[config.mk]
export PLATFORM = sky130hd
export DESIGN_NAME = idc_idle_domain_controller
export DESIGN_NICKNAME = d
export VERILOG_FILES = /design/src/idc_idle_domain_controller.v /design/src/idc_peripheral_domain_gate.v /design/src/idc_wake_detect.v
export VERILOG_INCLUDE_DIRS = /design/src
export SDC_FILE = /design/constraint.sdc
export NUM_CORES = 1
export LEC_CHECK = 0
export ABC_AREA = 1
export BUFFER_PORTS_ARGS = -buffer_cell sky130_fd_sc_hd__buf_2
export CORE_MARGIN = 3
export CORE_UTILIZATION = 49
export CTS_CLUSTER_DIAMETER = 50
export DETAILED_ROUTE_END_ITERATION = 10
export PLACE_DENSITY = 0.85
export SKIP_CTS_REPAIR_TIMING = 1
export SYNTH_ARGS = -nofsm -noshare
export SYNTH_HDL_FRONTEND = slang
export SYNTH_SLANG_ARGS = --single-unit
[constraint.sdc]
create_clock -name ref_clk -period 14.3 [get_ports ref_clk]
set_input_delay 3.575 -clock ref_clk [delete_from_list [all_inputs] [get_ports ref_clk]]
set_output_delay 3.575 -clock ref_clk [all_outputs]
set_load 0.02 [all_outputs]
[src/idc_defines.vh]
// Constants for the idle domain controller: register layout, reset values, timing.
// Assumes inclusion by bare name from the design files of this folder.
`ifndef IDC_DEFINES_VH
`define IDC_DEFINES_VH

// ----------------------------------------------------------------------
// Register word and field layout
// ----------------------------------------------------------------------
`define IDC_REG_W          16
`define IDC_FLD_W          6
`define IDC_BIT_PROC       0
`define IDC_BIT_XFER       1
`define IDC_BIT_ICACHE     2
`define IDC_BIT_PERIPHERAL_DOMAIN     3
`define IDC_BIT_CLOCK_GEN_DOMAIN     4
`define IDC_BIT_EXT_MEM_INTERFACE       5
`define IDC_CFG_RESET      6'h00
`define IDC_STAT_RESET     6'h00
`define IDC_RSVD_READ      10'h000

// ----------------------------------------------------------------------
// Interrupt word widths and system timing
// ----------------------------------------------------------------------
`define IDC_IRQ_W          16
`define IDC_NUM_PERIPHERAL_DOMAIN     8
`define IDC_CLK_PERIOD_NS  10
`define IDC_CLK_STOP_NS    10
`define IDC_CLK_STOP_CYC   ((`IDC_CLK_STOP_NS + `IDC_CLK_PERIOD_NS - 1) / `IDC_CLK_PERIOD_NS)

`endif

[src/idc_idle_domain_controller.v]
// Idle domain controller: pending configuration, idle status and domain idle controls.
// Assumes a processor that pulses idle_exec for one ref_clk cycle per idle instruction,
// drives the register port synchronously, and dispatches interrupts itself.
`timescale 1ns/100ps
`include "idc_defines.vh"

// Functional notes
// - Idle instruction copies config into status
// - Hardware reset forces every domain active
// - Reset clears config and status registers
// - Processor idle blocks writes and idle
// - Wake clears clock and processor status
// - Cleared status bits reactivate those domains
// - Wake only by enabled, nonmaskable or reset
// - Waking maskable request sets its flag
// - Mask clear: service and resume in the same cycle
// - Mask set: resume, defer service
// - Nonmaskable wake: service and resume in the same cycle
// - Clock generator idle stops internal clocks
// - Six config bits, upper bits read zero
// - One means idle at next instruction
// - Peripheral idles only with own enable
// - Bad clock idle config raises bus error
// - Status read-only, same layout, one idle
// - Wake touches only clock and processor
module idc_idle_domain_controller (
  input  wire                        ref_clk,
  input  wire                        rst_n,
  input  wire                        rst,
  input  wire                        idle_exec,
  input  wire                        cfg_wr,
  input  wire [`IDC_REG_W-1:0]       cfg_wdata,
  input  wire                        global_irq_mask,
  input  wire [`IDC_IRQ_W-1:0]       irq_req_lo,
  input  wire [`IDC_IRQ_W-1:0]       irq_req_hi,
  input  wire [`IDC_IRQ_W-1:0]       irq_enable_lo,
  input  wire [`IDC_IRQ_W-1:0]       irq_enable_hi,
  input  wire                        nmi_req,
  input  wire [`IDC_NUM_PERIPHERAL_DOMAIN-1:0]  peripheral_domain_idle_en,
  output reg  [`IDC_REG_W-1:0]       idle_config,
  output reg  [`IDC_REG_W-1:0]       idle_status,
  output reg                         processor_idle_r,
  output reg                         xfer_ctrl_idle_r,
  output reg                         icache_idle_r,
  output reg                         ext_mem_if_idle_r,
  output reg                         clock_gen_idle_r,
  output reg                         clk_run_r,
  output wire [`IDC_NUM_PERIPHERAL_DOMAIN-1:0]  peripheral_domain_idle_r,
  output reg                         bus_error_irq,
  output reg                         device_reset_r,
  output reg  [`IDC_IRQ_W-1:0]       irq_flag_set_lo,
  output reg  [`IDC_IRQ_W-1:0]       irq_flag_set_hi,
  output reg                         resume_r,
  output reg                         service_r
);

  // ----------------------------------------------------------------------
  // Register state
  // ----------------------------------------------------------------------
  reg  [`IDC_FLD_W-1:0] cfg_r;
  reg  [`IDC_FLD_W-1:0] stat_r;
  reg  [`IDC_FLD_W-1:0] stat_nxt;
  reg                   rst_n_d_r;

  wire                  wake;
  wire                  wake_nmi;
  wire [`IDC_IRQ_W-1:0] flag_lo;
  wire [`IDC_IRQ_W-1:0] flag_hi;
  wire                  proc_halted;
  wire                  hw_reset;

  // Pin reset and the system reset both count as a device reset
  assign hw_reset    = rst | ~rst_n;
  assign proc_halted = stat_r[`IDC_BIT_PROC];

  // Upper reserved bits always zero
  function [`IDC_REG_W-1:0] idc_word;
    input [`IDC_FLD_W-1:0] f;
    begin
      idc_word = {`IDC_RSVD_READ, f};
    end
  endfunction

  // ----------------------------------------------------------------------
  // Wake detection and peripheral gating
  // ----------------------------------------------------------------------
  idc_wake_detect u_wake (
    .ref_clk       (ref_clk),
    .rst           (hw_reset),
    .irq_req_lo    (irq_req_lo),
    .irq_req_hi    (irq_req_hi),
    .irq_enable_lo (irq_enable_lo),
    .irq_enable_hi (irq_enable_hi),
    .nmi_req       (nmi_req),
    .wake_r        (wake),
    .wake_nmi_r    (wake_nmi),
    .set_flag_lo_r (flag_lo),
    .set_flag_hi_r (flag_hi)
  );

  idc_peripheral_domain_gate u_peripheral_domain (
    .ref_clk          (ref_clk),
    .rst              (hw_reset),
    .peripheral_domain_idle_stat (stat_r[`IDC_BIT_PERIPHERAL_DOMAIN]),
    .peripheral_domain_idle_en   (peripheral_domain_idle_en),
    .peripheral_domain_idle_r    (peripheral_domain_idle_r)
  );

  // ----------------------------------------------------------------------
  // Status next value
  // ----------------------------------------------------------------------
  always @* begin
    stat_nxt = stat_r;
    if (wake && proc_halted) begin
      // Wake clears only two bits; the others keep their value
      stat_nxt[`IDC_BIT_PROC]   = 1'b0;
      stat_nxt[`IDC_BIT_CLOCK_GEN_DOMAIN] = 1'b0;
    end else if (idle_exec && !proc_halted) begin
      stat_nxt = cfg_r;
    end
  end

  // ----------------------------------------------------------------------
  // Registers
  // ----------------------------------------------------------------------
  always @(posedge ref_clk or posedge hw_reset) begin
    if (hw_reset) begin
      cfg_r  <= `IDC_CFG_RESET;
      stat_r <= `IDC_STAT_RESET;
    end else begin
      // A halted core cannot write; a wake leaves the config untouched
      if (cfg_wr && !proc_halted) begin
        cfg_r <= cfg_wdata[`IDC_FLD_W-1:0];
      end
      stat_r <= stat_nxt;
    end
  end

  // ----------------------------------------------------------------------
  // Outputs, all from flip-flops
  // ----------------------------------------------------------------------
  always @(posedge ref_clk or posedge hw_reset) begin
    if (hw_reset) begin
      idle_config       <= 16'h0000;
      idle_status       <= 16'h0000;
      processor_idle_r  <= 1'b0;
      xfer_ctrl_idle_r  <= 1'b0;
      icache_idle_r     <= 1'b0;
      ext_mem_if_idle_r <= 1'b0;
      clock_gen_idle_r  <= 1'b0;
      clk_run_r         <= 1'b1;
      bus_error_irq     <= 1'b0;
      irq_flag_set_lo   <= 16'h0000;
      irq_flag_set_hi   <= 16'h0000;
      resume_r          <= 1'b0;
      service_r         <= 1'b0;
    end else begin
      idle_config       <= idc_word(cfg_r);
      idle_status       <= idc_word(stat_r);
      processor_idle_r  <= stat_r[`IDC_BIT_PROC];
      xfer_ctrl_idle_r  <= stat_r[`IDC_BIT_XFER];
      icache_idle_r     <= stat_r[`IDC_BIT_ICACHE];
      ext_mem_if_idle_r <= stat_r[`IDC_BIT_EXT_MEM_INTERFACE];
      clock_gen_idle_r  <= stat_r[`IDC_BIT_CLOCK_GEN_DOMAIN];
      // All internal clocks, the processor's included, stop together
      clk_run_r         <= ~stat_r[`IDC_BIT_CLOCK_GEN_DOMAIN];
      // Checked at the idle instruction, while the core can still take it
      bus_error_irq     <= idle_exec && !proc_halted && cfg_r[`IDC_BIT_CLOCK_GEN_DOMAIN] &&
                           !(cfg_r[`IDC_BIT_PROC] && cfg_r[`IDC_BIT_XFER] &&
                             cfg_r[`IDC_BIT_ICACHE]);
      irq_flag_set_lo   <= (wake && proc_halted) ? flag_lo : 16'h0000;
      irq_flag_set_hi   <= (wake && proc_halted) ? flag_hi : 16'h0000;
      resume_r          <= wake && proc_halted;
      // Service is deferred by the mask, but never for the nonmaskable one
      service_r         <= wake && proc_halted &&
                           (wake_nmi || !global_irq_mask);
    end
  end

  // Device reset indication: high during and one cycle after the pin reset or the system reset
  always @(posedge ref_clk or posedge hw_reset) begin
    if (hw_reset) begin
      rst_n_d_r      <= 1'b0;
      device_reset_r <= 1'b1;
    end else begin
      rst_n_d_r      <= 1'b1;
      device_reset_r <= ~rst_n_d_r;
    end
  end

endmodule // idc_idle_domain_controller

[src/idc_peripheral_domain_gate.v]
// Per-peripheral idle gating from the peripheral domain status and enable bits.
// Assumes enables are static software settings synchronous to ref_clk.
`timescale 1ns/100ps
`include "idc_defines.vh"

module idc_peripheral_domain_gate (
  input  wire                        ref_clk,
  input  wire                        rst,
  input  wire                        peripheral_domain_idle_stat,
  input  wire [`IDC_NUM_PERIPHERAL_DOMAIN-1:0]  peripheral_domain_idle_en,
  output reg  [`IDC_NUM_PERIPHERAL_DOMAIN-1:0]  peripheral_domain_idle_r
);

  always @(posedge ref_clk or posedge rst) begin
    if (rst) begin
      peripheral_domain_idle_r <= 8'h00;
    end else if (peripheral_domain_idle_stat) begin
      peripheral_domain_idle_r <= peripheral_domain_idle_en;
    end else begin
      peripheral_domain_idle_r <= 8'h00;
    end
  end

endmodule // idc_peripheral_domain_gate

[src/idc_wake_detect.v]
// Wake-request detector: decides whether a pending interrupt may wake a halted core.
// Assumes request and enable inputs are synchronous to ref_clk.
`timescale 1ns/100ps
`include "idc_defines.vh"

module idc_wake_detect (
  input  wire                    ref_clk,
  input  wire                    rst,
  input  wire [`IDC_IRQ_W-1:0]   irq_req_lo,
  input  wire [`IDC_IRQ_W-1:0]   irq_req_hi,
  input  wire [`IDC_IRQ_W-1:0]   irq_enable_lo,
  input  wire [`IDC_IRQ_W-1:0]   irq_enable_hi,
  input  wire                    nmi_req,
  output reg                     wake_r,
  output reg                     wake_nmi_r,
  output reg  [`IDC_IRQ_W-1:0]   set_flag_lo_r,
  output reg  [`IDC_IRQ_W-1:0]   set_flag_hi_r
);

  wire                  maskable_hit;
  wire [`IDC_IRQ_W-1:0] hit_lo;
  wire [`IDC_IRQ_W-1:0] hit_hi;

  // Only enabled maskable sources, or the nonmaskable one, count as wake
  assign hit_lo       = irq_req_lo & irq_enable_lo;
  assign hit_hi       = irq_req_hi & irq_enable_hi;
  assign maskable_hit = |{hit_lo, hit_hi};

  always @(posedge ref_clk or posedge rst) begin
    if (rst) begin
      wake_r        <= 1'b0;
      wake_nmi_r    <= 1'b0;
      set_flag_lo_r <= 16'h0000;
      set_flag_hi_r <= 16'h0000;
    end else begin
      wake_r        <= maskable_hit | nmi_req;
      wake_nmi_r    <= nmi_req;
      set_flag_lo_r <= hit_lo;
      set_flag_hi_r <= hit_hi;
    end
  end

endmodule // idc_wake_detect

# [Yosys cells after proc, flatten, opt, wreduce, memory -nomap -nowiden]
# Index checks and enable logic that the tools add are counted.
[op_classes] muxes=6 bitwise_logic=8 reduce_logical=15
[op_table] operator="$and 16x16->16" count=2
[op_table] operator="$mux 16" count=2
[op_table] operator="$reduce_or 32->1" count=1
[op_table] operator="$logic_and 1x1->1" count=8
[op_table] operator="$mux 8" count=1
[op_table] operator="$mux 5" count=1
[op_table] operator="$not 1->1" count=4
[op_table] operator="$logic_not 1->1" count=3
[op_table] operator="$mux 1" count=2
[op_table] operator="$or 1x1->1" count=2
[op_table] operator="$reduce_and 2->1" count=1
[op_table] operator="$reduce_bool 2->1" count=1
[op_table] operator="$logic_or 1x1->1" count=1
[word_totals] regBits=109 in_bits=95 word_cells=52

# [Longest topological paths before layout]
# Gate-level depths: netlist of run 1.
[logic_depth] depth_word=4 ltp_mapped=6 mapped_depth_nobuf=6

# [By module]
# From an unflattened synthesis of run 1, not the netlist that was laid out.
[unflattened] hier_cells=359 hier_area_um2=3721.1
[modules_own_cells] mod="idc_idle_domain_controller" n_inst=1 cells_per_inst=207 area_per_inst_um2=2247.2 seq_area_each_um2=1554.0
[modules_own_cells] mod="idc_wake_detect" n_inst=1 cells_per_inst=126 area_per_inst_um2=1204.9 seq_area_each_um2=850.8
[modules_own_cells] mod="idc_peripheral_domain_gate" n_inst=1 cells_per_inst=26 area_per_inst_um2=269.0 seq_area_each_um2=200.2

# [Worst setup path after synthesis of run 1]
# No wires, ideal clock.
[synth_path] path_kind="register to output" from="reg idle_status[0]" to="out idle_status[0]" t_arrival_ps=613 required_ps=10725 setup_slack_ps=10112 path_stages_with_launch=2 path_buffers=1 cell_sequence="dfrtp_1 buf_4"
[synth_rtl] item="start, declared" line_no="idc_idle_domain_controller.v:41" source="output reg [`IDC_REG_W-1:0] idle_status,"
[synth_rtl] item="start signal, assigned" line_no="idc_idle_domain_controller.v:159" source="idle_status <= idc_word(stat_r);"
# No word-level cell between the ends.

# [Worst setup path after layout of run 1]
[layout_path] from="reg clk_run_r" to="out clk_run_r"
[layout_rtl] item="start, declared" line_no="idc_idle_domain_controller.v:47" source="output reg clk_run_r,"
[layout_rtl] item="start signal, assigned" line_no="idc_idle_domain_controller.v:166" source="clk_run_r <= ~stat_r[`IDC_BIT_CLOCK_GEN_DOMAIN];"
# No word-level cell between the ends.

==> results of run 1 <==
power groups by stage:
stage          clock network (mW)  logic [mW]  registers [mW]
6_report                    0.166       0.201           0.380
5_1_grt                     0.185       0.217           0.388
4_1_cts                     0.170       0.204           0.381
3_5_place_dp                    0       0.204           0.387
3_3_place_gp                    0       0.199           0.384
2_1_floorplan                   0      0.0972           0.431
worst reg2reg max path: stages (launching register included):
cell and delay (ns):
dfrtp_1 0.43, nand2_2 0.53, inv_1 0.15, a21oi_1 0.15
worst max-delay path by stage:
stage | from | end | depth (start not counted)
after floorplan | rst_n | bus_error_irq | 2
after global placement | rst | irq_flag_set_hi[0] | 4
after detailed placement | rst | irq_flag_set_hi[0] | 4
after CTS | rst | u_peripheral_domain.peripheral_domain_idle_r[0] | 4
after global routing | rst | u_peripheral_domain.peripheral_domain_idle_r[0] | 4
final | clk_run_r | clk_run_r | 1
metal layers:
layer,vias up,part of all wire,track usage
met2,119,0.52,0.297
met1,1121,0.38,0.188
met4,0,0.014,0.0598
met3,10,0.084,0.0398
met5,-,0,0
li1,1203,-,-
logic make-up (layout without fill, tap and decap cells):
family | count (synthesis) | count (layout) | synth area share
buffers and inverters | 110 | 245 | 0.138
other | 2 | 21 | 0.00203
AO/OA/AOI/OAI | 5 | 5 | 0.00777
flip-flops | 104 | 104 | 0.703
AND/OR/NAND/NOR | 104 | 104 | 0.113
multiplexers | 9 | 9 | 0.0365
final cells by class:
class,count,share of cell area
multi-input cells,139,0.144
well taps,99,0.0268
inverters,81,0.0657
clock buffers,10,0.0276
flip-flops and latches,104,0.563
clock inverters,6,0.0108
repair buffers,148,0.161
cells in the mapped netlist, drive strengths merged:
library cell,count,area share
a21oi,3,0.0041
dfstp,2,0.014
dfrtp,102,0.69
nand4,3,0.0051
buf,28,0.055
nand2,57,0.062
a311oi,1,0.0024
clkbuf,1,0.0010
mux2,9,0.036
nand3,2,0.0027
inv,81,0.082
conb,2,0.0020
o21ai,1,0.0013
nor2,42,0.043
through the flow:
step | power, mW | hold slack (ns) | setup slack [ns] | utilization
final | 0.747 | 0.361 | 9.69 | 0.634
after global routing | 0.790 | 0.378 | 9.52 | 0.634
after CTS | 0.756 | 0.367 | 9.67 | 0.634
after detailed placement | 0.591 | 0.352 | 9.29 | 0.610
after global placement | 0.583 | 0.337 | 9.35 | 0.610
after floorplan | 0.528 | 0.337 | 4.55 | -
cells in the final DEF (no fill, tap or decap), types with 2 or more instances in the layout:
cell type / instances
mux2_4: 9
dfrtp_1: 102
nand4_1: 3
inv_6: 2
clkbuf_8: 9
buf_4: 2
dfstp_2: 2
nor2_1: 41
inv_1: 80
nand3_1: 2
nand2_1: 54
buf_2: 146
a21oi_1: 3
conb_1: 21
nand2_4: 2
registers in the layout (all words and copies together) (netlist names), 8 cells and up:
| name | flops |
|---|---|
| u_peripheral_domain.peripheral_domain_idle_r | 8 |
| u_wake.set_flag_lo_r | 16 |
| u_wake.set_flag_hi_r | 16 |
| irq_flag_set_hi | 16 |
| irq_flag_set_lo | 16 |
==> summary.md, run 1 <==
| Metric | Value |
|---|---|
| Outcome | `finished clean` |
| Site row count | `31` |
| Critical path peak fanout | `1` |
| Internal Power | `490 uW` |
| Worst Path Class, Setup | `flop to output port` |
| Part of the Yosys area used for sequential elements | `0.703` |
| Cell breakdown of the critical path | `buf_2` |
| DRC marker count from the first detailed-route iteration | `46` |
| Net Sw Frac | `0.345` |
| DP Cell Count | `~570` |
| Pre-Repair DR Iteration Count | `4` |
| Initial antenna violation count | `0` |
| Clock tree from TritonCTS | `yes` |
| Worst rel slew slack | `0.544` |
| Max-cap violations | `0` |
| Number of warnings printed during yosys synthesis | `0` |
| Post-route ant nets | `0` |
| Leakage dissipation | `2.91 nW` |
| RePlAce Congestion | `0.773` |
| Final max-slew violation count | `0` |
| End point of the most critical hold path | `device_reset_r` |
| Initial core utilization | `0.508` |
| Worst slew pin tran | `0.681 ns` |
| Required arrival time at the worst endpoint | `10.72 ns` |
| Area of the multi-input gates | `668 um2` |
| Cell count of the worst reg-to-reg path | `3` |
| Data arrival time at the worst-slack endpoint | `1.04 ns` |
| Number of inserted diodes | `0` |
| CTS root buf | `clkbuf_8` |
| Fin nets | `roughly 580` |
| Number of filler cells placed in the layout | `609` |
| Final clock skew | `0.0137 ns` |
| Port-buffer cells | `146` |
| DR vias | `2453` |
| Switch Pwr | `257 uW` |
| Number of clock buffers inserted by TritonCTS | `9` |
| Die footprint | `around 0.0086 mm2` |
| Wire length of the first global-routing pass | `10700 um` |
| Area added between synthesis and finish | `24.8%` |
| Critical Path Slowest Stage Cell | `dfstp_2` |
| Number of clock sinks seen by CTS | `104` |
| Endpoint of the worst-slack reg-to-reg timing path | `stat_r[0]` |
| Number of global-route vias before repair | `2368` |
| Chip Width | `approximately 93 um` |
| Number of unique standard cell types used by synthesis | `18` |
| Cell Count, Final, Fillers Out | `a little under 600` |
| Layout cells sized above 1 | `0.367` |
| Final total negative setup slack | `0 ns` |
| Via-per-instance ratio | `4.18` |
| Total congestion overflow | `0` |
| Vertical die dimension | `93.0 um` |
| Storage cell area | `roughly 0.0026 mm2` |
| Sequential share of power | `0.509` |
| Total of flip-flops plus latches after synthesis | `104` |
| CP endpoint kind | `output port` |
| DRC violation count after routing | `0` |
| Post-detailed-route wirelength per cell | `11.9 um` |
| Shortest period the worst path allows | `4.62 ns` |
| Largest net degree at the start of global routing | `55` |
| Total length of routed wires | `~7000 um` |
| Cell area reported after detailed placement | `around 0.0044 mm2` |
| Kind of launch point of the worst setup path | `flop` |
| Post-Synthesis Cell Area | `0.00370 mm2` |
| Buf/Inv on CP | `1` |
| Total count of hold-check failures in the final report | `0` |
| Average cell area after synthesis | `11.1 um2` |
| Pwr/cell area | `162 mW/mm2` |
| Worst hold-check path type | `flop to flop` |
| Peak Freq | `between 0.2 and 0.25 GHz` |
| Clock insertion delay at the later pin of the skew report | `0.36 ns` |
| Worst VDD drop | `between 0.00005 and 0.00006 V` |
| Final setup vio count | `0` |
| CTS H-Tree Depth | `3` |
| Top-level port count | `177` |
| Comb power frac | `0.269` |
| Summed area of non-filler cells in the final layout | `0.00462 mm2` |
| Cell count after synthesis | `~330` |
| Worst flop-to-flop path startpoint | `stat_r[0]` |
| R2r setup slk | `12.97 ns` |
| GR Util All Layers | `0.164` |
| Fin crit share | `0.323` |
| Setup repair after global routing missed its margin | `false` |
| Core area | `0.00729 mm2` |
| Final HPWL DP | `5250 um` |
| Power share of the clock group | `0.222` |
| Bufs on Longest Clock Path | `2` |
| Startpoint of the lowest-slack hold path | `rst_n_d_r` |
| Clock transition at the registers of the reported paths | `around 0.11 ns` |
| Number of cells traversed by the worst hold path | `1` |
| Delay of the slowest cell on the worst path | `0.53 ns` |
| Family with the most delay on the worst path | `flip-flops` |
Note: power is estimated with default switching activity, not from simulation.
==> inputs of run 2 (changes only) <==
--- a/config.mk
+++ b/config.mk
@@ -6,13 +6,13 @@
 export SDC_FILE = /design/constraint.sdc
 export NUM_CORES = 1
 export LEC_CHECK = 0
-export ABC_AREA = 1
+export ABC_AREA = 0
 export BUFFER_PORTS_ARGS = -buffer_cell sky130_fd_sc_hd__buf_2
 export CORE_MARGIN = 3
-export CORE_UTILIZATION = 49
+export CORE_UTILIZATION = 41
 export CTS_CLUSTER_DIAMETER = 50
 export DETAILED_ROUTE_END_ITERATION = 10
-export PLACE_DENSITY = 0.85
+export PLACE_DENSITY = 0.77
 export SKIP_CTS_REPAIR_TIMING = 1
 export SYNTH_ARGS = -nofsm -noshare
 export SYNTH_HDL_FRONTEND = slang
==> constraint.sdc (replaced) <==
create_clock -name ref_clk -period 4.1 [get_ports ref_clk]
set_input_delay 1.025 -clock ref_clk [delete_from_list [all_inputs] [get_ports ref_clk]]
set_output_delay 1.025 -clock ref_clk [all_outputs]
set_load 0.02 [all_outputs]
==> summary.md, run 2 <==
| Metric | Value |
|---|---|
| Internal Power | `1.48 mW (+200%)` |
| Post-Synthesis Cell Area | `0.00357 mm2 (-3.7%)` |
| Largest net degree at the start of global routing | `71 (+29%)` |
| RePlAce Congestion | `0.709 (-8.3%)` |
| Top post-synthesis cells by area | `dfrtp_1 72%, and2_1 7.0%, and3_1 5.6%` |
| Core area | `0.00834 mm2 (+14%)` |
| Die footprint | `0.00986 mm2 (+14%)` |
| Pwr/cell area | `462 mW/mm2 (+190%)` |
| Worst Path Class, Setup | `flop to output port` |
| Bufs on Longest Clock Path | `2 (unchanged)` |
| Cell count of the worst reg-to-reg path | `2 (-1)` |
| Worst flop-to-flop path startpoint | `stat_r[0]` |
| Instance count on the critical path | `1 (unchanged)` |
| Layout cells sized above 1 | `0.443 (+0.0757)` |
| Top cell type by total area after synthesis | `dfrtp_1` |
| Final clock skew | `0.0109 ns (-0.00284 ns)` |
| Most frequent cells in the layout | `146 x buf_2, 102 x dfrtp_1, 40 x and2_1` |
| Post-route ant nets | `0 (unchanged)` |
| Pre-Repair DR Iteration Count | `3 (-1)` |
| Port-buffer cells | `146 (unchanged)` |
| Site row count | `33 (+6.5%)` |
| Kind of launch point of the worst setup path | `flop` |
| CTS H-Tree Depth | `3 (unchanged)` |
| Sequential share of power | `0.567 (+0.058)` |
| Via-per-instance ratio | `4.42 (+5.7%)` |
| Cell Count, Final, Fillers Out | `505 (-14%)` |
| Peak Freq | `0.485 GHz` |
| Power share of the clock group | `0.281 (+0.059)` |
| Clock tree from TritonCTS | `yes` |
| Count of flip-flops with a built-in enable after synthesis | `0 (unchanged)` |
| Area share of the leading cell type in the synthesized netlist | `0.715 (+0.0263)` |
| Critical Path Slowest Stage Cell | `dfstp_2` |
| Fin nets | `490 (-15%)` |
| Worst rel slew slack | `0.300 (-0.245)` |
| Critical path peak fanout | `1 (unchanged)` |
| Initial core utilization | `0.428 (-0.0802)` |
| Smallest hold slack | `0.358 ns (-0.00341 ns)` |
| Initial antenna violation count | `0 (unchanged)` |
| Average cell area after synthesis | `14.2 um2 (+28%)` |
| Top-count cell post-synth | `dfrtp_1` |
| End point of the most critical hold path | `device_reset_r` |
| GR Util All Layers | `0.143 (-0.0214)` |
| Leakage dissipation | `2.56 nW (-12%)` |
| Commonest non-fill, non-tap cell in the layout | `buf_2` |
| Most frequently used flop master after synthesis | `dfrtp_1` |
| Number of filler cells placed in the layout | `726 (+19%)` |
| Final total negative setup slack | `0 ns (unchanged)` |
| R2r setup slk | `2.16 ns (-10.81 ns)` |
| Net Sw Frac | `0.288 (-0.0564)` |
| Vertical die dimension | `99.3 um (+6.8%)` |
| Part of the Yosys area used for sequential elements | `0.730 (+0.0269)` |
| Delay of the slowest cell on the worst path | `0.53 ns (about the same)` |
| Outcome | `finished clean` |
| Area added between synthesis and finish | `25.7%` |
| Total of flip-flops plus latches after synthesis | `104 (unchanged)` |
| Startpoint of the lowest-slack hold path | `rst_n_d_r` |
| Overall power consumption | `2.07 mW (+180%)` |
| Required arrival time at the worst endpoint | `3.07 ns (-7.65 ns)` |
| DRC violation count after routing | `0 (unchanged)` |
| Cell breakdown of the critical path | `buf_2` |
| Number of clock sinks seen by CTS | `104 (unchanged)` |
| Endpoint of the worst-slack reg-to-reg timing path | `cfg_r[5]` |
| Post-detailed-route wirelength per cell | `13.7 um (+15%)` |
| DRC marker count from the first detailed-route iteration | `33 (-28%)` |
| Buf/Inv on CP | `1 (unchanged)` |
| Wire length of the first global-routing pass | `10800 um (+1.1%)` |
| Number of warnings printed during yosys synthesis | `0 (unchanged)` |
| Fin crit share | `0.503` |
| Number of global-route vias before repair | `2231 (-5.8%)` |
| Number of cells traversed by the worst hold path | `1 (unchanged)` |
| Number of unique standard cell types used by synthesis | `24 (+6)` |
| DR vias | `2231 (-9.1%)` |
| Worst hold-check path type | `flop to flop` |
| Clock insertion delay at the later pin of the skew report | `0.35 ns (about the same)` |
| Shortest period the worst path allows | `slightly above 2 ns` |
| Data arrival time at the worst-slack endpoint | `1.04 ns (about the same)` |
| Number of inserted diodes | `0 (unchanged)` |
| Cell area reported after detailed placement | `0.00431 mm2 (-3.1%)` |
| Top-level port count | `177 (unchanged)` |
| Family with the most delay on the worst path | `flip-flops` |
| Share of synthesized registers carrying an async set or reset | `1.00 (unchanged)` |
| Total length of routed wires | `6930 um (-0.82%)` |
| Number of clock buffers inserted by TritonCTS | `9 (unchanged)` |
| Clock transition at the registers of the reported paths | `0.10 ns (about the same)` |
| Final max-slew violation count | `0 (unchanged)` |
| CP endpoint kind | `output port` |
| Max-cap violations | `0 (unchanged)` |
| Total count of hold-check failures in the final report | `0 (unchanged)` |
| CTS root buf | `clkbuf_8` |
| Ranking of synthesized cells by instance count | `102 x dfrtp_1, 40 x and2_1, 32 x and3_1` |
| Summed area of non-filler cells in the final layout | `0.00449 mm2 (-3.0%)` |
| Final setup vio count | `0 (unchanged)` |
| Comb power frac | `0.152 (-0.117)` |
| Final HPWL DP | `5000 um (-4.8%)` |
| Worst VDD drop | `0.000168 V (+220%)` |
| Cell count after synthesis | `252 (-25%)` |
| Chip Width | `99.3 um (+6.8%)` |
| Setup repair after global routing missed its margin | `false` |
| Switch Pwr | `597 uW (+130%)` |
| Worst slew pin tran | `1.05 ns (+0.369 ns)` |
| DP Cell Count | `489 (-14%)` |
| Total congestion overflow | `0 (unchanged)` |
[run 2: final cells by class]
| type | instances | area, um2 | area share |
|---|---|---|---|
| Clock buffer | 9 | 124 | 0.0276 |
| Clock inverter | 7 | 53.8 | 0.0120 |
| Inverter | 4 | 15.0 | 0.00335 |
| Multi-Input combinational cell | 129 | 806 | 0.180 |
| Sequential cell | 104 | 2610 | 0.581 |
| Tap cell | 105 | 131 | 0.0293 |
| Timing Repair Buffer | 147 | 751 | 0.167 |
[run 2: metrics by stage]
step / worst slack (ns) / util
final: 2.04 / 0.538
after floorplan: 1.05 / -
after CTS: 2.01 / 0.538
after detailed placement: 1.66 / 0.517
after global routing: 1.99 / 0.538
after global placement: 1.67 / 0.517
[run 2: cell families (layout without fill, tap and decap cells)]
family,count (synthesis),in the layout,synth area share
AOI/OAI and AO/OA,4,4,0.00701
buffers and inverters,38,167,0.0663
DFF,104,104,0.730
muxes,11,11,0.0344
other,2,21,0.00210
and+or+nand+nor,93,93,0.160
[run 2: worst max path at each step]
stage	startpoint	end	slack [ns]
final	clk_run_r	clk_run_r	2.04
after global routing	clk_run_r	clk_run_r	1.99
after CTS	clk_run_r	clk_run_r	2.01
after detailed placement	irq_req_lo[1]	u_wake.wake_r	1.66
after global placement	irq_req_lo[1]	u_wake.wake_r	1.67
after floorplan	rst_n	bus_error_irq	1.05
[run 2: power groups by stage]
stage	logic [mW]	registers [mW]	clock network, mW
finish	0.315	1.18	0.582
global route	0.343	1.19	0.643
CTS	0.321	1.18	0.598
detailed placement	0.321	1.20	0
global placement	0.314	1.19	0
floorplan	0.156	1.25	0
[run 2: layer usage]
layer / share of wire / wire (um) / up-vias / GRT usage
met4: 0.012 / 86 / 0 / 0.0473
met5: 0 / 0 / - / 0
met2: 0.48 / 3340 / 109 / 0.231
met3: 0.087 / 602 / 10 / 0.0386
li1: - / - / 1057 / -
met1: 0.42 / 2900 / 1055 / 0.187
